<file path="config.mk">
export PLATFORM = sky130hd
export DESIGN_NAME = zqcal_engine
export DESIGN_NICKNAME = d
export VERILOG_FILES = /design/src/core/zqcal_pkg.sv /design/src/core/zqcal_engine.sv /design/src/core/zqcal_step.sv
export VERILOG_INCLUDE_DIRS = /design/src /design/src/core
export SDC_FILE = /design/constraint.sdc
export NUM_CORES = 1
export LEC_CHECK = 0
export ABC_AREA = 1
export BUFFER_PORTS_ARGS = -buffer_cell sky130_fd_sc_hd__buf_2
export CORE_ASPECT_RATIO = 0.75
export CORE_UTILIZATION = 55
export CTS_CLUSTER_DIAMETER = 150
export DETAILED_ROUTE_END_ITERATION = 6
export PLACE_DENSITY = 0.77
export SYNTH_ARGS = -nofsm -noshare
export SYNTH_HDL_FRONTEND = slang
export SYNTH_SLANG_ARGS = --single-unit
</file>
<file path="constraint.sdc">
create_clock -name mclk -period 1.85 [get_ports mclk]
set_input_delay 0.0925 -clock mclk [delete_from_list [all_inputs] [get_ports mclk]]
set_output_delay 0.0925 -clock mclk [all_outputs]
set_load 0.01 [all_outputs]
</file>
<file path="src/core/zqcal_regs.svh">
// timing and field constants for the impedance calibration block
`ifndef ZQCAL_REGS_SVH
`define ZQCAL_REGS_SVH
`define ZQCAL_TZQINIT_NCK   512
`define ZQCAL_TZQOPER_NCK   256
`define ZQCAL_TZQCS_NCK     64
`define ZQCAL_STEP_NCK      64
`define ZQCAL_CODE_W        6
`define ZQCAL_CODE_RST      6'h20
`define ZQCAL_CODE_MAX      6'h3f
`endif

</file>
<file path="src/core/zqcal_pkg.sv">
// types shared by the impedance calibration block
`include "zqcal_regs.svh"
`default_nettype none
package zqcal_pkg;
  typedef enum logic [2:0] {
    ZQCAL_IDLE = 3'b001,
    ZQCAL_RUN  = 3'b010,
    ZQCAL_XFER = 3'b100
  } zqcal_state_e;
  typedef logic [`ZQCAL_CODE_W-1:0] zqcal_code_t;
endpackage : zqcal_pkg
`default_nettype wire

</file>
<file path="src/core/zqcal_engine.sv">
// device-side impedance calibration engine driven by long and short commands
//
// How it works
// RULE1: long command runs engine, then transfers codes
// RULE2: first long gets init window, later oper
// RULE3: short command completes within short window
// RULE4: short command corrects within 64 cycles
// RULE5: controller keeps channel quiet during windows
// RULE6: calibration current path off when done
// RULE7: controller precharges all banks before command
// RULE8: controller waits exit time after self refresh
// RULE9: no recalibration on self-refresh exit
// RULE10: controller never overlaps shared resistor windows
// RULE11: controller holds clock enable high throughout
// RULE12: controller keeps termination disabled throughout
// RULE13: all data drivers high impedance throughout
// RULE14: controller tracks first flag and blocks commands
`include "zqcal_regs.svh"
`default_nettype none
module zqcal_engine #(
  parameter int INIT_NCK = `ZQCAL_TZQINIT_NCK,
  parameter int OPER_NCK = `ZQCAL_TZQOPER_NCK,
  parameter int CS_NCK   = `ZQCAL_TZQCS_NCK
) (
  input  wire logic                    mclk,
  input  wire logic                    nrst,
  input  wire logic                    zq_long,
  input  wire logic                    zq_short,
  input  wire logic                    sr_exit,
  input  wire logic                    cmp_pin,
  output logic                         cal_busy,
  output logic                         cal_current_en,
  output logic                         cal_done,
  output logic                         first_pending,
  output zqcal_pkg::zqcal_code_t       drv_code,
  output zqcal_pkg::zqcal_code_t       odt_code
);
  import zqcal_pkg::*;

  localparam int CW = $clog2(INIT_NCK + 1);

  // done shows one cycle after the transfer edge, so the full window plus one
  localparam int INIT_DONE = INIT_NCK + 1;
  localparam int OPER_DONE = OPER_NCK + 1;
  localparam int CS_DONE   = CS_NCK + 1;

  // window lengths must leave room for the transfer cycle
  initial begin
    if (CS_NCK < 2) begin
      $error("zqcal_engine: short window too small for run and transfer");
    end
    if (OPER_NCK < CS_NCK) begin
      $error("zqcal_engine: long window shorter than short window");
    end
    if (INIT_NCK < OPER_NCK) begin
      $error("zqcal_engine: first long window shorter than later ones");
    end
    if (CS_NCK > `ZQCAL_STEP_NCK) begin
      $error("zqcal_engine: short window beyond the correction bound");
    end
    // the window checks below use delay ranges, which stop at this length
    if (INIT_DONE > 1000) begin
      $error("zqcal_engine: first window too long for the checks");
    end
  end

  typedef struct packed {
    zqcal_state_e      st;
    logic [CW-1:0]     cnt;
    logic              first;
    logic              cmp_s1;
    logic              cmp_s2;
    logic              done;
    zqcal_code_t       eng;
    zqcal_code_t       drv;
    zqcal_code_t       odt;
  } zqcal_s;

  zqcal_s      s_reg;
  zqcal_s      s_next;
  zqcal_code_t step_code;
  logic        step_lim;

  zqcal_step u_step (
    .cmp_hi   (s_reg.cmp_s2),
    .code_in  (s_reg.eng),
    .at_limit (step_lim),
    .code_out (step_code)
  );

  function automatic logic [CW-1:0] win_len(input logic is_long, input logic is_first);
    win_len = is_long ? (is_first ? CW'(INIT_NCK) : CW'(OPER_NCK)) : CW'(CS_NCK);
  endfunction : win_len

  // sequencing: idle -> run (count window minus one) -> xfer (one cycle)
  always_comb begin
    s_next        = s_reg;
    s_next.cmp_s1 = cmp_pin;
    s_next.cmp_s2 = s_reg.cmp_s1;
    s_next.done   = 1'b0;
    unique case (s_reg.st)
      ZQCAL_IDLE: begin
        // sr_exit deliberately unused for starting: only commands start it [RULE9]
        if (zq_long || zq_short) begin
          s_next.st  = ZQCAL_RUN;                                  // [RULE1]
          s_next.cnt = win_len(zq_long, s_reg.first) - CW'(2);     // [RULE2] [RULE3]
          if (zq_long) begin
            s_next.first = 1'b0;
          end
        end
      end
      ZQCAL_RUN: begin
        s_next.eng = step_code;                                    // one lsb per cycle [RULE4]
        if (s_reg.cnt == '0) begin
          s_next.st = ZQCAL_XFER;
        end else begin
          s_next.cnt = s_reg.cnt - CW'(1);
        end
      end
      ZQCAL_XFER: begin
        s_next.drv  = s_reg.eng;                                   // results reach the io [RULE1]
        s_next.odt  = s_reg.eng;
        s_next.done = 1'b1;
        s_next.st   = ZQCAL_IDLE;                                  // busy drops; current path already off during xfer [RULE6]
      end
      default: s_next.st = ZQCAL_IDLE;
    endcase
  end

  // state register, synchronous reset restarts the first-command window
  always_ff @(posedge mclk) begin
    if (!nrst) begin
      s_reg <= '{st:     ZQCAL_IDLE,
                 cnt:    '0,
                 first:  1'b1,             // next long command gets the init window
                 cmp_s1: 1'b0,
                 cmp_s2: 1'b0,
                 done:   1'b0,
                 eng:    `ZQCAL_CODE_RST,
                 drv:    `ZQCAL_CODE_RST,
                 odt:    `ZQCAL_CODE_RST};
    end else begin
      s_reg <= s_next;
    end
  end

  assign cal_busy       = s_reg.st != ZQCAL_IDLE;
  assign cal_current_en = s_reg.st == ZQCAL_RUN;                   // [RULE6]
  assign cal_done       = s_reg.done;
  assign first_pending  = s_reg.first;
  assign drv_code       = s_reg.drv;
  assign odt_code       = s_reg.odt;

  // window length check helper
  logic [CW:0] busy_cnt;
  always_ff @(posedge mclk) begin
    if (!nrst || !cal_busy) begin
      busy_cnt <= '0;
    end else begin
      busy_cnt <= busy_cnt + (CW+1)'(1);
    end
  end

  // an idle engine answers a command in the very next cycle
  property p_start(cmd);
    @(posedge mclk) disable iff (!nrst)
      (s_reg.st == ZQCAL_IDLE && cmd) |=> cal_busy && cal_current_en;
  endproperty
  long_start_a:   assert property (p_start(zq_long)) else $error("long command did not start"); // [RULE1]
  short_start_a:  assert property (p_start(zq_short)) else $error("short command did not start"); // [RULE3]

  // window lengths: codes and done land together on the window's last edge, sampled one cycle later
  // commands inside a window are dropped, so a new one cannot disturb these counts
  short_window_a: assert property (@(posedge mclk) disable iff (!nrst) // [RULE3]
    (s_reg.st == ZQCAL_IDLE && zq_short && !zq_long)
    |-> ##[CS_DONE:CS_DONE] (cal_done && busy_cnt == (CW+1)'(CS_NCK)))
    else $error("short window length wrong");
  first_window_a: assert property (@(posedge mclk) disable iff (!nrst) // [RULE2]
    (s_reg.st == ZQCAL_IDLE && zq_long && s_reg.first)
    |-> ##[INIT_DONE:INIT_DONE] (cal_done && busy_cnt == (CW+1)'(INIT_NCK)))
    else $error("first long window wrong");
  oper_window_a:  assert property (@(posedge mclk) disable iff (!nrst) // [RULE2]
    (s_reg.st == ZQCAL_IDLE && zq_long && !s_reg.first)
    |-> ##[OPER_DONE:OPER_DONE] (cal_done && busy_cnt == (CW+1)'(OPER_NCK)))
    else $error("later long window wrong");

  // first flag: cleared by a long command only, a short one leaves it
  first_clear_a:  assert property (@(posedge mclk) disable iff (!nrst) // [RULE2]
    (s_reg.st == ZQCAL_IDLE && zq_long) |=> !first_pending)
    else $error("first flag kept");
  first_keep_a:   assert property (@(posedge mclk) disable iff (!nrst) // [RULE2]
    (s_reg.st == ZQCAL_IDLE && zq_short && !zq_long) |=> first_pending == $past(first_pending))
    else $error("first flag cleared by short command");

  // io codes move only on the transfer edge and never while the engine runs
  xfer_codes_a:   assert property (@(posedge mclk) disable iff (!nrst) // [RULE1]
    $changed(drv_code) |-> $past(s_reg.st == ZQCAL_XFER) && drv_code == odt_code)
    else $error("codes moved outside transfer");
  io_hold_a:      assert property (@(posedge mclk) disable iff (!nrst) // [RULE1]
    (s_reg.st == ZQCAL_RUN) |=> $stable(drv_code) && $stable(odt_code))
    else $error("codes moved while running");

  // every run cycle away from a limit moves the engine code by one step
  step_bound_a:   assert property (@(posedge mclk) disable iff (!nrst) // [RULE4]
    (cal_current_en && !step_lim) |=> s_reg.eng != $past(s_reg.eng))
    else $error("no correction step");

  // current path off once results are in; self-refresh exit alone starts nothing
  current_off_a:  assert property (@(posedge mclk) disable iff (!nrst) // [RULE6]
    cal_done |-> !cal_current_en && !$past(cal_current_en))
    else $error("current path left on");
  no_self_cal_a:  assert property (@(posedge mclk) disable iff (!nrst) // [RULE9]
    (!cal_busy && sr_exit && !zq_long && !zq_short) |=> !cal_busy)
    else $error("calibrated on sr exit");

  // main scenarios: first long, later long, short, done, short after self-refresh exit
  cover_long_c:  cover property (@(posedge mclk) disable iff (!nrst) zq_long ##1 cal_busy);
  cover_oper_c:  cover property (@(posedge mclk) disable iff (!nrst)
    s_reg.st == ZQCAL_IDLE && zq_long && !s_reg.first);
  cover_short_c: cover property (@(posedge mclk) disable iff (!nrst) zq_short && !first_pending);
  cover_done_c:  cover property (@(posedge mclk) disable iff (!nrst) cal_done);
  cover_sr_c:    cover property (@(posedge mclk) disable iff (!nrst) sr_exit ##[1:20] zq_short);
endmodule : zqcal_engine
`default_nettype wire

</file>
<file path="src/core/zqcal_step.sv">
// one up/down tracking step of one lsb of the impedance code
`include "zqcal_regs.svh"
`default_nettype none
module zqcal_step (
  input  wire logic                    cmp_hi,
  input  wire zqcal_pkg::zqcal_code_t  code_in,
  output logic                         at_limit,
  output zqcal_pkg::zqcal_code_t       code_out
);
  import zqcal_pkg::*;
  // saturate at the ends so a stuck comparator cannot wrap the code
  always_comb begin
    at_limit = cmp_hi ? (code_in == `ZQCAL_CODE_MAX) : (code_in == '0);
    if (at_limit) begin
      code_out = code_in;
    end else if (cmp_hi) begin
      code_out = code_in + zqcal_code_t'(1);
    end else begin
      code_out = code_in - zqcal_code_t'(1);
    end
  end
endmodule : zqcal_step
`default_nettype wire

</file>
==> out/metrics.csv <==
metric;value;unit
max_slew headroom;60.8;%
CP bufs+invs;2;
Post-Synthesis Cells;243;
Post-synth EDFFs;0;
MaxCap Viol Count;0;
WL per Instance;10.9;um
vias in the first global route;1299;
peak per-stage delay on the critical path;390;ps
area added between synthesis and finish;9.23;%
internal power;1190;uW
R2R cell count;10;
RSZ-0062 raised after global routing;no;
Final Hold Fails;0;
CP Capture Type;flip-flop;
WP data required;2020;ps
ant diodes;0;
H-Tree Depth;2;
Setup TNS;0;ps
Seq/Total Area, Yosys;34.8;%
Initial Utilization;60.8;%
max-slew violations;0;
Final Core Density;66.4;%
top cell type's share of synthesized area;34.8;%
minimum clock period;1600;ps
row count;16;
Synth cell types;32;
CP cell instances;inv_1, ha_1, nand2_1, nor2_1, nand3_1, nand2_2, nand2_4, inv_2, nor2_1, nor2_1;
status;finished, final reports clean;
grt total ovfl;0;
I/O Buffers;20;
post-DP HPWL;2350;um
post-route ant nets;0;
Switching Share;33.1;%
root buffer cell;clkbuf_8;
CP max-delay cell;dfxtp_1;
#FFs+latches synth;29;
Tcrit/Tclk final;86.2;%
maximum VDD drop;0.000794;V
cell area power density;979;nW/um^2
worst min-delay path category;primary input to flip-flop;
die area;3260;sq um
Total Routing Usage GR;23.6;%
crit-path most repeated cell;nor2_1;
Synth Cell Area;1670;sq um
First-pass DRT Iterations;4;
Lkg Pwr;0.000906;uW
top cells by area, synth;dfxtp_1, nand2_1, nor2_1, buf_4, inv_1;
sequential share of power;41.8;%
clk_skew;2.80;ps
hold depth;4;
Boundary Pins;22;
Setup-failing EPs final;0;
CP Max Fanout;13;
Inserted Clock Buffers;5;
layout cells sized above 1;18.2;%
max reg flops;20;
die width;65.6;um
initial antenna violation count;0;
clock share of power;31.9;%
CTS max path bufs;2;
Post-Syn Nets;255;
Worst-Skew Late Latency;280;ps
Post-Route WL;3190;um
cell count along the critical path;10;
CP startpoint kind;flip-flop;
CORE AREA;2740;sq um
delay-heaviest family, CP;simple AND/OR/NAND/NOR gates;
# resized after CTS;0;
Synthesis Warnings;0;
Clock Sinks;29;
Placed Cells;285;
vias;1451;
drt initial violations;72;
clk slew on worst S/H paths;60;ps
residual DRC count;0;
Psw;589;uW
top_reg_cell synth;dfxtp_1;
CP arrival;1770;ps
Combinational Power Share;26.3;%
WS Path Type;flip-flop to flip-flop;
Finished Layout Cells;294;
FMAX;627;MHz
synthesized area per cell;6.86;sq um
first-pass GRT wire length;5740;um
slew of the pin with the lowest slew margin;582;ps
vias per cell;4.94;
largest net degree at the start of global routing;27;
final net count;269;
Die H;49.7;um
Synth area leader;dfxtp_1;
GPL Wtd Cong;0.849;
ys async rst share;0;%
CTS tree;yes;
## layer usage
layer	part of all wire (%)	routed length [um]	GRT usage, %
met1	58	1840	34.4
met2	37	1180	32.5
met3	4.4	140	6.94
met4	1.1	36	8.70
met5	0	0	0
## stage by stage
step | total power, uW | setup WS, ps | hold slack (ps) | cell area, sq um
after floorplan | 1130 | 401 | 190 | 1670
final | 1780 | 255 | 163 | 1820
after global placement | 1210 | 272 | 272 | 1710
after global routing | 1910 | 49.1 | 226 | 1820
after detailed placement | 1220 | 261 | 283 | 1710
after CTS | 1800 | 257 | 161 | 1820
## synth_stat cells (2+ instances only)
cell type and count:
nand2_1 49, nor2_1 41, dfxtp_1 29, inv_1 26, buf_4 13, nand3_1 12, o21ai_0 12, a21oi_1 11
inv_2 6, o21ai_1 6, ha_1 5, nand4_1 5, xor2_1 4, a21oi_2 2, nand2_2 2, nor3_1 2
o21ai_2 2, or2_1 2
## cells in the final DEF, fill, tap and decap left out, types with 6 or more instances in the layout
master and count:
inv_1 26, buf_2 20, o21ai_1 6, a21oi_1 11
inv_2 6, dfxtp_1 29, nand2_1 49, nand3_1 12
nor2_1 41, o21ai_0 12, clkbuf_8 7
## worst min-delay path, stage by stage
cell,delay (ps)
buf_2,110
inv_1,70
o21ai_0,80
nand2_1,50
## area by class of cell
cell class              count  area (sq um)
clock inverters             1          5.00
flip-flops and latches     29           581
inverters                  32           120
well taps                  36          45.0
fillers                   247           922
multi-input cells         165           841
clock buffers               7          96.3
repair buffers             24           133
## repair_timing
| item | CTS | global route |
|---|---|---|
| hold buffers | 1 | 0 |
| buffers inserted | 0 | 0 |
| endpoints found under the hold margin | 1 | 0 |
| setup endpoints to repair | 0 | 0 |
## final timing paths
path	end	slack, ps	start
max	s_reg[27]	250	s_reg[22]
min	first_pending	160	zq_long
max reg2reg	s_reg[27]	250	s_reg[22]
min reg2reg	s_reg[19]	420	s_next[19]
## power groups by stage
| stage | logic, uW | registers, uW | clock network (uW) |
|---|---|---|---|
| 3_5_place_dp | 463 | 758 | 0 |
| 3_3_place_gp | 456 | 758 | 0 |
| 5_1_grt | 545 | 755 | 610 |
| 6_report | 468 | 746 | 568 |
| 2_1_floorplan | 383 | 745 | 0 |
| 4_1_cts | 467 | 744 | 584 |
## cell families after synthesis
| group | after synthesis | synth area share, % |
|---|---|---|
| AND/OR/NAND/NOR | 120 | 31.6 |
| buffers and inverters | 49 | 14.7 |
| AO/OA/AOI/OAI | 34 | 11.3 |
| flip-flops | 29 | 34.8 |
| adder cells (fa/ha/maj) | 6 | 4.96 |
| XOR/XNOR | 5 | 2.63 |
Note: power is estimated with default switching activity, not from simulation.
